File: config.mk
export PLATFORM = sky130hd
export DESIGN_NAME = tcc_timer_top
export DESIGN_NICKNAME = d
export VERILOG_FILES = /design/src/tcc_pkg.sv /design/src/tcc_timer_top.sv
export SDC_FILE = /design/constraint.sdc
export NUM_CORES = 1
export LEC_CHECK = 0
export ABC_AREA = 1
export BUFFER_PORTS_ARGS = -buffer_cell sky130_fd_sc_hd__buf_2
export CORE_MARGIN = 10
export CORE_UTILIZATION = 50
export CTS_CLUSTER_SIZE = 25
export DETAILED_ROUTE_END_ITERATION = 16
export GPL_TIMING_DRIVEN = 0
export PLACE_DENSITY = 0.67
export SETUP_SLACK_MARGIN = 0.02
export SLEW_MARGIN = 20
export SYNTH_ARGS = -nofsm -noshare
export SYNTH_HDL_FRONTEND = slang
export SYNTH_SLANG_ARGS = --single-unit
File: constraint.sdc
create_clock -name core_clk -period 3.15 [get_ports core_clk]
set_input_delay 0.1575 -clock core_clk [delete_from_list [all_inputs] [get_ports core_clk]]
set_output_delay 0.1575 -clock core_clk [all_outputs]
set_load 0.005 [all_outputs]
File: src/tcc_pkg.sv
package tcc_pkg;

  // ----------------------------------------------------------------
  // Timing
  // ----------------------------------------------------------------
  // Oscillator periods per machine cycle (core_clk stands for the oscillator)
  localparam int          MC_DIV      = 12;
  localparam logic [3:0]  MC_DIV_LAST = 4'(MC_DIV - 1);

  // ----------------------------------------------------------------
  // Register offsets
  // ----------------------------------------------------------------
  localparam logic [7:0] REG_TMR_CTRL        = 8'h88;
  localparam logic [7:0] REG_TMR_MODE        = 8'h89;
  localparam logic [7:0] REG_TMR0_LO         = 8'h8A;
  localparam logic [7:0] REG_TMR1_LO         = 8'h8B;
  localparam logic [7:0] REG_TMR0_HI         = 8'h8C;
  localparam logic [7:0] REG_TMR1_HI         = 8'h8D;
  localparam logic [7:0] REG_CAPCMP_ENABLE   = 8'hC1;
  localparam logic [7:0] REG_CAPCMP1_LO      = 8'hC2;
  localparam logic [7:0] REG_CAPCMP1_HI      = 8'hC3;
  localparam logic [7:0] REG_CAPCMP2_LO      = 8'hC4;
  localparam logic [7:0] REG_CAPCMP2_HI      = 8'hC5;
  localparam logic [7:0] REG_CAPCMP3_LO      = 8'hC6;
  localparam logic [7:0] REG_CAPCMP3_HI      = 8'hC7;
  localparam logic [7:0] REG_TIMER_TWO_CTRL  = 8'hC8;
  localparam logic [7:0] REG_RELOAD_CMP_LOW  = 8'hCA;
  localparam logic [7:0] REG_RELOAD_CMP_HIGH = 8'hCB;
  localparam logic [7:0] REG_TIMER_TWO_LOW   = 8'hCC;
  localparam logic [7:0] REG_TIMER_TWO_HIGH  = 8'hCD;
  localparam logic [7:0] REG_IRQ_STATUS      = 8'hE1;
  localparam logic [7:0] REG_IRQ_CLEAR       = 8'hE2;
  localparam logic [7:0] REG_IRQ_ENABLE      = 8'hE3;
  localparam logic [7:0] REG_CMP_LEVEL       = 8'hE4;

  // Common reset value of every register
  localparam logic [7:0] RST_BYTE = 8'h00;

  // ----------------------------------------------------------------
  // Field positions
  // ----------------------------------------------------------------
  localparam int TCTL_RUN0  = 0;
  localparam int TCTL_RUN1  = 1;
  localparam int TMOD_M0    = 0;
  localparam int TMOD_CT0   = 2;
  localparam int TMOD_GATE0 = 3;
  localparam int TMOD_M1    = 4;
  localparam int TMOD_CT1   = 6;
  localparam int TMOD_GATE1 = 7;
  localparam int T2C_SRC    = 0;
  localparam int T2C_PRE    = 2;
  localparam int T2C_RLD_EN = 3;
  localparam int T2C_RLD_EXT = 4;
  localparam int T2C_CMP_M1 = 5;
  localparam int ST_OVF0    = 0;
  localparam int ST_OVF1    = 1;
  localparam int ST_OVF2    = 2;
  localparam int ST_RLD     = 3;
  localparam int ST_CC      = 4;

  // Synchronised pin vector positions
  localparam int PIN_CNT0  = 0;
  localparam int PIN_CNT1  = 1;
  localparam int PIN_GATE0 = 2;
  localparam int PIN_GATE1 = 3;
  localparam int PIN_T2    = 4;
  localparam int PIN_RLD   = 5;
  localparam int PIN_CC    = 6;
  localparam int PIN_NUM   = 10;

  // ----------------------------------------------------------------
  // Types
  // ----------------------------------------------------------------
  typedef enum logic [1:0] {
    TCC_M13    = 2'h0,
    TCC_M16    = 2'h1,
    TCC_M8R    = 2'h2,
    TCC_MSPLIT = 2'h3
  } tcc_mode_e;

  typedef enum logic [1:0] {
    CC_OFF     = 2'h0,
    CC_CAP_PIN = 2'h1,
    CC_CMP     = 2'h2,
    CC_CAP_SW  = 2'h3
  } tcc_ccmode_e;

  typedef enum logic [1:0] {
    T2_STOP  = 2'h0,
    T2_TIMER = 2'h1,
    T2_COUNT = 2'h2,
    T2_GATED = 2'h3
  } tcc_t2src_e;

  typedef struct packed {
    logic [7:0] addr;
    logic [7:0] wdata;
    logic       wr;
    logic       rd;
  } tcc_bus_s;

  typedef struct packed {
    logic [7:0] lo;
    logic [7:0] hi;
    logic       ovf;
  } tcc_cnt_s;

endpackage

File: src/tcc_timer_top.sv
// Chosen here: the address map and the plain strobed port.
`timescale 1ns/100ps
// Function
// - Timer operation counts one per twelve oscillator periods.
// - Counter operation counts pin edges, at most one per 24 periods.
// - Mode 0 is an 8-bit counter behind a divide-by-32 prescaler.
// - Mode 1 runs the timer as a full 16-bit counter.
// - Mode 2 is an 8-bit counter reloaded from the high byte on overflow.
// - Mode 3 splits timer zero in two; timer one holds its count.
// - With gating set, timers zero and one count only while gate pin high, except the split-mode upper half of timer zero.
// - Third timer is 16 bits with optional divide-by-two and gate.
// - Four 16-bit capture/compare registers; channel zero is also reload value.
// - Reload mode zero loads the third timer on its overflow.
// - Reload mode one loads on a reload pin falling edge and flags it.
// - Capture mode zero latches the third timer on a capture pin edge.
// - Capture mode one latches the third timer on a low-byte write.
// - Compare mode drives an output and flags a request on equality.
// - Compare mode zero sets output on match, clears on overflow.
// - Compare mode one sets software-chosen level; overflow leaves it.
// - A dedicated pin is count source or gate of the third timer.
// - Separate pins are count inputs of timers zero and one.
module tcc_timer_top
  import tcc_pkg::*;
(
  // Clock and reset
  input  wire logic       core_clk,
  input  wire logic       rst,
  // Register port
  input  wire tcc_bus_s   busReq,
  output logic [7:0]      rdData,
  // Timer pins
  input  wire logic       countInZero,
  input  wire logic       countInOne,
  input  wire logic       extIrqZeroGate,
  input  wire logic       extIrqOneGate,
  input  wire logic       countGateInTwo,
  input  wire logic       reloadTriggerPin,
  // Capture/compare pins
  input  wire logic [3:0] capCmpPinIn,
  output logic [3:0]      capCmpPinOut,
  output logic [3:0]      capCmpPinOe,
  // Interrupt
  output logic            irq
);

  // ------------------------------------------------------------------
  // Helper functions
  // ------------------------------------------------------------------
  // Step of an 8-bit-wide timer pair in modes 0 to 3
  function automatic tcc_cnt_s tccCount(input tcc_mode_e m, input logic [7:0] lo,
                                        input logic [7:0] hi, input logic inc);
    tcc_cnt_s r;
    r.lo  = lo;
    r.hi  = hi;
    r.ovf = 1'b0;
    if (inc) begin
      case (m)
        TCC_M13: begin
          {r.hi, r.lo[4:0]} = 13'({hi, lo[4:0]} + 13'h0001);
          r.ovf = &{hi, lo[4:0]};
        end
        TCC_M16: begin
          {r.hi, r.lo} = 16'({hi, lo} + 16'h0001);
          r.ovf = &{hi, lo};
        end
        TCC_M8R: begin
          r.lo  = (&lo) ? hi : 8'(lo + 8'h01);
          r.ovf = &lo;
        end
        default: begin
          r.lo  = 8'(lo + 8'h01);
          r.ovf = &lo;
        end
      endcase
    end
    return r;
  endfunction

  // Capture/compare byte decode: {hit, high byte, channel}
  function automatic logic [3:0] tccChan(input logic [7:0] a);
    case (a)
      REG_RELOAD_CMP_LOW:  return {1'b1, 1'b0, 2'h0};
      REG_RELOAD_CMP_HIGH: return {1'b1, 1'b1, 2'h0};
      REG_CAPCMP1_LO:      return {1'b1, 1'b0, 2'h1};
      REG_CAPCMP1_HI:      return {1'b1, 1'b1, 2'h1};
      REG_CAPCMP2_LO:      return {1'b1, 1'b0, 2'h2};
      REG_CAPCMP2_HI:      return {1'b1, 1'b1, 2'h2};
      REG_CAPCMP3_LO:      return {1'b1, 1'b0, 2'h3};
      REG_CAPCMP3_HI:      return {1'b1, 1'b1, 2'h3};
      default:             return 4'h0;
    endcase
  endfunction

  // ------------------------------------------------------------------
  // Machine cycle divider and pin sampling
  // ------------------------------------------------------------------
  logic [3:0]         mcDiv_r;
  logic               mcEn;
  logic [PIN_NUM-1:0] pinRaw;
  logic [PIN_NUM-1:0] sync1_r;
  logic [PIN_NUM-1:0] sync2_r;
  logic [PIN_NUM-1:0] smp_r;
  logic [PIN_NUM-1:0] pinFall;
  logic [PIN_NUM-1:0] pinRise;

  assign mcEn = (mcDiv_r == MC_DIV_LAST);

  always_ff @(posedge core_clk) begin
    if (rst) begin
      mcDiv_r <= 4'h0;
    end else begin
      mcDiv_r <= mcEn ? 4'h0 : 4'(mcDiv_r + 4'h1);
    end
  end

  assign pinRaw = {capCmpPinIn, reloadTriggerPin, countGateInTwo, extIrqOneGate,
                   extIrqZeroGate, countInOne, countInZero};

  // Two-stage synchroniser, then one sample per machine cycle
  always_ff @(posedge core_clk) begin
    if (rst) begin
      sync1_r <= '0;
      sync2_r <= '0;
      smp_r   <= '0;
    end else begin
      sync1_r <= pinRaw;
      sync2_r <= sync1_r;
      if (mcEn) begin
        smp_r <= sync2_r;
      end
    end
  end

  // falling edge needs high then low sample, rising edge low then high, so 24 periods apart at least
  assign pinFall = {PIN_NUM{mcEn}} & smp_r & ~sync2_r;
  assign pinRise = {PIN_NUM{mcEn}} & ~smp_r & sync2_r;

  // ------------------------------------------------------------------
  // Register decode
  // ------------------------------------------------------------------
  logic [7:0] tctl_r;
  logic [7:0] tmod_r;
  logic [7:0] t2con_r;
  logic [7:0] ccen_r;
  logic [7:0] ien_r;
  logic [3:0] cmpLvl_r;
  logic [3:0] chDec;
  logic       wrT0Lo, wrT0Hi, wrT1Lo, wrT1Hi, wrT2Lo, wrT2Hi, wrClr;

  assign chDec  = tccChan(busReq.addr);
  assign wrT0Lo = busReq.wr && (busReq.addr == REG_TMR0_LO);
  assign wrT0Hi = busReq.wr && (busReq.addr == REG_TMR0_HI);
  assign wrT1Lo = busReq.wr && (busReq.addr == REG_TMR1_LO);
  assign wrT1Hi = busReq.wr && (busReq.addr == REG_TMR1_HI);
  assign wrT2Lo = busReq.wr && (busReq.addr == REG_TIMER_TWO_LOW);
  assign wrT2Hi = busReq.wr && (busReq.addr == REG_TIMER_TWO_HIGH);
  assign wrClr  = busReq.wr && (busReq.addr == REG_IRQ_CLEAR);

  // Plain control registers
  always_ff @(posedge core_clk) begin
    if (rst) begin
      tctl_r   <= RST_BYTE;
      tmod_r   <= RST_BYTE;
      t2con_r  <= RST_BYTE;
      ccen_r   <= RST_BYTE;
      ien_r    <= RST_BYTE;
      cmpLvl_r <= RST_BYTE[3:0];
    end else if (busReq.wr) begin
      case (busReq.addr)
        REG_TMR_CTRL:       tctl_r   <= busReq.wdata;
        REG_TMR_MODE:       tmod_r   <= busReq.wdata;
        REG_TIMER_TWO_CTRL: t2con_r  <= busReq.wdata;
        REG_CAPCMP_ENABLE:  ccen_r   <= busReq.wdata;
        REG_IRQ_ENABLE:     ien_r    <= busReq.wdata;
        REG_CMP_LEVEL:      cmpLvl_r <= busReq.wdata[3:0];
        default:            ;
      endcase
    end
  end

  // ------------------------------------------------------------------
  // Timers zero and one
  // ------------------------------------------------------------------
  logic [7:0] tmr0Lo_r, tmr0Hi_r, tmr1Lo_r, tmr1Hi_r;
  tcc_mode_e  mode0, mode1;
  logic       tick0, tick1, splitHiTick, splitHiOvf;
  tcc_cnt_s   cnt0, cnt1;
  logic [7:0] tmr0HiNxt;

  assign mode0 = tcc_mode_e'(tmod_r[TMOD_M0 +: 2]);
  assign mode1 = tcc_mode_e'(tmod_r[TMOD_M1 +: 2]);

  assign tick0 = tctl_r[TCTL_RUN0]
               & (~tmod_r[TMOD_GATE0] | sync2_r[PIN_GATE0])
               & (tmod_r[TMOD_CT0] ? pinFall[PIN_CNT0] : mcEn);
  // timer one frozen in split mode
  assign tick1 = tctl_r[TCTL_RUN1] & (mode1 != TCC_MSPLIT)
               & (~tmod_r[TMOD_GATE1] | sync2_r[PIN_GATE1])
               & (tmod_r[TMOD_CT1] ? pinFall[PIN_CNT1] : mcEn);

  assign cnt0 = tccCount(mode0, tmr0Lo_r, tmr0Hi_r, tick0);
  assign cnt1 = tccCount(mode1, tmr1Lo_r, tmr1Hi_r, tick1);

  // upper half of timer zero as own timer, run by timer one's run bit
  assign splitHiTick = (mode0 == TCC_MSPLIT) & tctl_r[TCTL_RUN1] & mcEn;
  assign splitHiOvf  = splitHiTick & (&tmr0Hi_r);
  assign tmr0HiNxt   = (mode0 != TCC_MSPLIT) ? cnt0.hi :
                       splitHiTick ? 8'(tmr0Hi_r + 8'h01) : tmr0Hi_r;

  // Software writes take precedence over a count in the same cycle
  always_ff @(posedge core_clk) begin
    if (rst) begin
      tmr0Lo_r <= RST_BYTE;
      tmr0Hi_r <= RST_BYTE;
      tmr1Lo_r <= RST_BYTE;
      tmr1Hi_r <= RST_BYTE;
    end else begin
      tmr0Lo_r <= wrT0Lo ? busReq.wdata : cnt0.lo;
      tmr0Hi_r <= wrT0Hi ? busReq.wdata : tmr0HiNxt;
      tmr1Lo_r <= wrT1Lo ? busReq.wdata : cnt1.lo;
      tmr1Hi_r <= wrT1Hi ? busReq.wdata : cnt1.hi;
    end
  end

  // ------------------------------------------------------------------
  // Third timer with reload
  // ------------------------------------------------------------------
  logic [15:0] t2_r;
  logic [15:0] t2Nxt;
  logic [15:0] cc_r [4];
  logic        pre_r;
  tcc_t2src_e  t2Src;
  logic        t2Raw, tick2, t2Ovf, reloadExt, reloadOvf;

  assign t2Src = tcc_t2src_e'(t2con_r[T2C_SRC +: 2]);

  // source select on the dedicated pin
  assign t2Raw = (t2Src == T2_TIMER) ? mcEn :
                 (t2Src == T2_COUNT) ? pinFall[PIN_T2] :
                 (t2Src == T2_GATED) ? (mcEn & sync2_r[PIN_T2]) : 1'b0;
  assign tick2 = t2Raw & (~t2con_r[T2C_PRE] | pre_r);
  assign t2Ovf = tick2 & (&t2_r);

  assign reloadOvf = t2Ovf & t2con_r[T2C_RLD_EN] & ~t2con_r[T2C_RLD_EXT];
  assign reloadExt = pinFall[PIN_RLD] & t2con_r[T2C_RLD_EN] & t2con_r[T2C_RLD_EXT];

  // channel zero doubles as reload value
  assign t2Nxt = (reloadOvf | reloadExt) ? cc_r[0] :
                 tick2 ? 16'(t2_r + 16'h0001) : t2_r;

  always_ff @(posedge core_clk) begin
    if (rst) begin
      t2_r  <= {RST_BYTE, RST_BYTE};
      pre_r <= 1'b0;
    end else begin
      t2_r[7:0]  <= wrT2Lo ? busReq.wdata : t2Nxt[7:0];
      t2_r[15:8] <= wrT2Hi ? busReq.wdata : t2Nxt[15:8];
      if (t2Raw & t2con_r[T2C_PRE]) begin
        pre_r <= ~pre_r;
      end
    end
  end

  // ------------------------------------------------------------------
  // Capture/compare channels
  // ------------------------------------------------------------------
  tcc_ccmode_e ccMode [4];
  logic [3:0]  capEvt, swCap, eq, match;
  logic [3:0]  eqPrev_r;
  logic [3:0]  cmpOut_r;
  logic [3:0]  cmpOe_r;
  logic        cmpMode1;

  assign cmpMode1 = t2con_r[T2C_CMP_M1];

  for (genvar i = 0; i < 4; i++) begin : gChan
    assign ccMode[i] = tcc_ccmode_e'(ccen_r[2*i +: 2]);
    assign capEvt[i] = (ccMode[i] == CC_CAP_PIN) & pinRise[PIN_CC + i];
    assign swCap[i]  = (ccMode[i] == CC_CAP_SW) & chDec[3] & ~chDec[2]
                     & (chDec[1:0] == 2'(i)) & busReq.wr;
    // equality, one event per new match
    assign eq[i]     = (ccMode[i] == CC_CMP) & (t2_r == cc_r[i]);
    assign match[i]  = eq[i] & ~eqPrev_r[i];
  end

  // Channel storage; a capture wins over a plain byte write
  always_ff @(posedge core_clk) begin
    if (rst) begin
      for (int i = 0; i < 4; i++) begin
        cc_r[i] <= {RST_BYTE, RST_BYTE};
      end
    end else begin
      for (int i = 0; i < 4; i++) begin
        if (capEvt[i] | swCap[i]) begin
          cc_r[i] <= t2_r;
        end else if (busReq.wr && chDec[3] && (chDec[1:0] == 2'(i))) begin
          if (chDec[2]) begin
            cc_r[i][15:8] <= busReq.wdata;
          end else begin
            cc_r[i][7:0] <= busReq.wdata;
          end
        end
      end
    end
  end

  // Compare outputs; pin is driven only while its channel compares
  always_ff @(posedge core_clk) begin
    if (rst) begin
      eqPrev_r <= 4'h0;
      cmpOut_r <= 4'h0;
      cmpOe_r  <= 4'h0;
    end else begin
      eqPrev_r <= eq;
      for (int i = 0; i < 4; i++) begin
        cmpOe_r[i] <= (ccMode[i] == CC_CMP);
        // match level, overflow clear in mode zero only
        if (match[i]) begin
          cmpOut_r[i] <= cmpMode1 ? cmpLvl_r[i] : 1'b1;
        end else if (t2Ovf && !cmpMode1) begin
          cmpOut_r[i] <= 1'b0;
        end
      end
    end
  end

  // ------------------------------------------------------------------
  // Interrupt status and read back
  // ------------------------------------------------------------------
  logic [7:0] status_r;
  logic [7:0] statSet;
  logic [7:0] statNxt;
  logic       irq_r;
  logic [7:0] rdMux;
  logic [7:0] rdData_r;

  // overflow flags; edge and match requests
  assign statSet = {(capEvt | match), reloadExt, t2Ovf, (cnt1.ovf | splitHiOvf), cnt0.ovf};
  // A new event wins over a clear in the same cycle
  assign statNxt = (status_r & ~(wrClr ? busReq.wdata : 8'h00)) | statSet;

  always_ff @(posedge core_clk) begin
    if (rst) begin
      status_r <= RST_BYTE;
      irq_r    <= 1'b0;
      rdData_r <= RST_BYTE;
    end else begin
      status_r <= statNxt;
      irq_r    <= |(statNxt & ien_r);
      rdData_r <= busReq.rd ? rdMux : 8'h00;
    end
  end

  // Read selection; unmapped and write-only offsets read zero
  always_comb begin
    rdMux = 8'h00;
    if (chDec[3]) begin
      rdMux = chDec[2] ? cc_r[chDec[1:0]][15:8] : cc_r[chDec[1:0]][7:0];
    end else begin
      case (busReq.addr)
        REG_TMR_CTRL:       rdMux = tctl_r;
        REG_TMR_MODE:       rdMux = tmod_r;
        REG_TMR0_LO:        rdMux = tmr0Lo_r;
        REG_TMR0_HI:        rdMux = tmr0Hi_r;
        REG_TMR1_LO:        rdMux = tmr1Lo_r;
        REG_TMR1_HI:        rdMux = tmr1Hi_r;
        REG_CAPCMP_ENABLE:  rdMux = ccen_r;
        REG_TIMER_TWO_CTRL: rdMux = t2con_r;
        REG_TIMER_TWO_LOW:  rdMux = t2_r[7:0];
        REG_TIMER_TWO_HIGH: rdMux = t2_r[15:8];
        REG_IRQ_STATUS:     rdMux = status_r;
        REG_IRQ_ENABLE:     rdMux = ien_r;
        REG_CMP_LEVEL:      rdMux = {4'h0, cmpLvl_r};
        default:            rdMux = 8'h00;
      endcase
    end
  end

  assign rdData       = rdData_r;
  assign irq          = irq_r;
  assign capCmpPinOut = cmpOut_r;
  assign capCmpPinOe  = cmpOe_r;
endmodule

==> key figures <==
Clock tree
  • CTS tree: done
  • Number of sinks on the clock net: 218
  • Buffer levels on the longest clock path: 3
  • CTS Buf Count: 26
  • H-tree Lvls: 1
  • Root Buffer: clkbuf_16
  • Clock insertion delay at the later pin of the skew report: 0.55 ns
  • Clock transition at the registers of the reported paths: 0.06 ns
  • Cts repair resizes: 0

GRT
  • Antenna violations before repair: 0
  • Via count of the first global-routing pass: 13182
  • GRT Resource Usage Total: 31.2%
  • Grt total ovfl: 0
  • Largest net degree at the start of global routing: 14
  • First-pass GRT wire length: 79.7 mm

Detailed routing
  • Iter 0 DRT Violations: 1658
  • Drt total wl: 53.7 mm
  • DRC viols: 0
  • Avg WL per Cell: 23.0 um
  • Routed vias: 13925
  • DRT antenna net count: 0
  • 1st-pass router iterations: 6
  • Via/cell ratio: 5.97

Synthesis
  • Synth top area cells: dfxtp_1, edfxtp_1, nand2_1
  • Synth cell types: 48
  • Ys Warns: 0
  • Yosys top cell area share: 23.6%
  • Syn_area_per_cell: 6.89 um^2
  • FFs w/ async S/R, synth: 0%
  • Synthesized instance count: 1894
  • Top_reg_cell synth: dfxtp_1
  • Post-synth EDFFs: 64
  • Seq/Total Area, Yosys: 38.3%
  • Most common cell in the netlist: nand2_1
  • Yosys reg bits: 218
  • Mapped Nets: 1937
  • Netlist Area Pre-Place: 13100 um^2
  • Synth top cells by count: nand2_1, inv_1, nor2_1
  • Post-synth top area cell: dfxtp_1

Setup path
  • CP max-delay cell: clkbuf_1
  • Crit-path leading delay family: simple AND/OR/NAND/NOR gates
  • CP Data Arrival Time: 3.15 ns
  • Crit start category: flip-flop
  • Slowest stage delay, CP: 0.41 ns
  • WP depth: 14
  • Worst setup EP type: flip-flop
  • CP Buf/Inv Count: 3
  • CP Cell Sequence: buf_2 > inv_1 > clkbuf_1 > nand2_1 > nand2_1 > nor2_1 > nand2_1 > nor2_1 > nand4_1 > nand2_1 > nand2_1 > nand2_1 > nor2_1 > a21oi_1
  • Most used cell, CP: nand2_1
  • R2R Setup Slk: 0.46 ns
  • Data required, critical path: 3.61 ns
  • Largest fanout on the critical path: 10
  • Critical Path Start: t2_r[5]
  • Crit path kind: reg2reg
  • Reg2reg start: t2_r[5]
  • Reg2Reg Depth: 14

Floorplanning
  • Cell Rows: 59
  • Core Region: 25900 um^2
  • Initial core utilization: 50.4%
  • Die span in y: 182 um
  • Total Die Area: 33000 um^2
  • Die width: 182 um
  • # IOs: 47

Timing
  • Unrepaired setup endpoints after global routing: false
  • Tcrit/Tclk final: 85.2%
  • Setup TNS: 0 ns
  • Fmax: 372 MHz
  • Final min period: 2.69 ns
  • Slew Viols, Final: 0
  • Clock Skew: 0.0259 ns
  • Slew @ Worst Pin: 1.02 ns
  • Slew margin rel.: 31.7%
  • Hold Vio Cnt, Final: 0
  • # setup viols final: 0

Pwr
  • Internal power: 0.00508 W
  • Maximum VDD drop: 0.000435 V
  • Clock Power Share: 50.4%
  • PD cells: 452 nW/um^2
  • Comb pwr share: 5.2%
  • Sequential fraction of design power: 44.4%
  • Sw Pwr: 0.00160 W
  • Switching share of total power: 24.0%
  • Leakage power: 6.05 nW

Min path
  • Hold_sp: busReq[2]
  • Hold depth: 3
  • Hold Path Class: in2reg

Place
  • DP HPWL: 40.9 mm
  • Gpl congestion: 1.03
  • Area after DPL: 13700 um^2
  • I/O Buffers: 45

Run status
  • Status: finished, final reports clean

Layout
  • Area overhead of the layout relative to synthesis: 13.2%
  • Design area: 14800 um^2
  • Net count, final: 2021
  • Fraction of layout cells with a size suffix above 1: 9.31%

Run
  • Max Cap Violations: 0
## worst register-to-register path, cell delays in order, from the launching register on
cell      delay [ns]
dfxtp_1         0.30
buf_2           0.20
inv_1           0.11
clkbuf_1        0.41
nand2_1         0.18
nand2_1         0.08
nor2_1          0.19
nand2_1         0.09
nor2_1          0.13
nand4_1         0.36
nand2_1         0.21
nand2_1         0.06
nand2_1         0.06
nor2_1          0.06
a21oi_1         0.17
## power by group through the flow
stage / clock [W] / sequential [W] / combinational [W]
2_1_floorplan: 0 / 0.00301 / 0.000172
3_3_place_gp: 0 / 0.00302 / 0.000320
3_5_place_dp: 0 / 0.00303 / 0.000321
4_1_cts: 0.00337 / 0.00296 / 0.000334
5_1_grt: 0.00347 / 0.00297 / 0.000364
6_report: 0.00337 / 0.00297 / 0.000346
## cells by family (layout without fill, tap and decap cells)
family | after synthesis | count (layout) | share of synthesized area [%]
adders and majority gates | 13 | 13 | 1.25
other | 0 | 1 | 0
xor gates and xnor gates | 44 | 44 | 2.95
DFF | 218 | 218 | 38.3
AOI/OAI and AO/OA | 483 | 483 | 20.4
and+or+nand+nor | 785 | 785 | 26.3
buffers and inverters | 351 | 455 | 10.8
## metrics by stage
stage                     worst slack [ns]  std cells  power, W  hold slack, ns  utilization (%)
after CTS                            0.515       2333   0.00667         0.00968             57.0
after global placement               0.434       2274   0.00334           0.360             52.9
after detailed placement             0.409       2274   0.00335           0.369             52.9
after floorplan                       1.12       1894   0.00318           0.264                -
after global routing                 0.313       2333   0.00680          0.0535             57.0
final                                0.465       2334   0.00668          0.0280             57.0
## final cells by class
cell class	instances	area (um^2)
inverter	282	1060
clock inverter	14	189
multi-input combinational	1325	6640
tap	335	419
clock buffer	34	776
fill	2597	11100
timing repair buffer	56	335
sequential	218	5000
antenna	1	2.50
buffer	69	352
## what timing repair did
item,4_1_cts,5_1_grt
endpoints found under the setup margin,0,0
hold buffers,11,0
buffers inserted,0,0
hold endpoints to repair,11,0
## layout by cell type, fill, tap and decap left out, types with 18 or more instances in the layout
| master | n |
|---|---|
| dfxtp_1 | 154 |
| xor2_1 | 39 |
| edfxtp_1 | 64 |
| nand4_1 | 21 |
| clkbuf_16 | 29 |
| nor3_1 | 18 |
| buf_2 | 68 |
| nand2_1 | 377 |
| o21ai_0 | 188 |
| nand3_1 | 123 |
| nor2_1 | 195 |
| a21oi_1 | 166 |
| clkbuf_1 | 35 |
| inv_1 | 263 |
| o22ai_1 | 72 |
## metal layers
metal | track usage (%) | part of all wire, %
met1 | 37.1 | 37
met2 | 51.4 | 47
met3 | 4.49 | 8.9
met4 | 20.5 | 7.2
met5 | 0 | 0
## flip-flops by register name, indices dropped and copies added, names as in the netlist, 8 cells and up
signal and flops:
tmr0Lo_r 8, cc_r 64, rdData 8, smp_r 8, sync1_r 10, t2_r 16
ccen_r 8, tmod_r 8, tmr1Lo_r 8, sync2_r 10, status_r 8, tmr0Hi_r 8
t2con_r 8, tctl_r 8, tmr1Hi_r 8, ien_r 8
## final timing paths
kind,end
setup / recovery,irq
hold / removal,ien_r[0]
setup reg to reg,irq
hold reg to reg,sync2_r[0]
(Power assumes the default switching activity.)
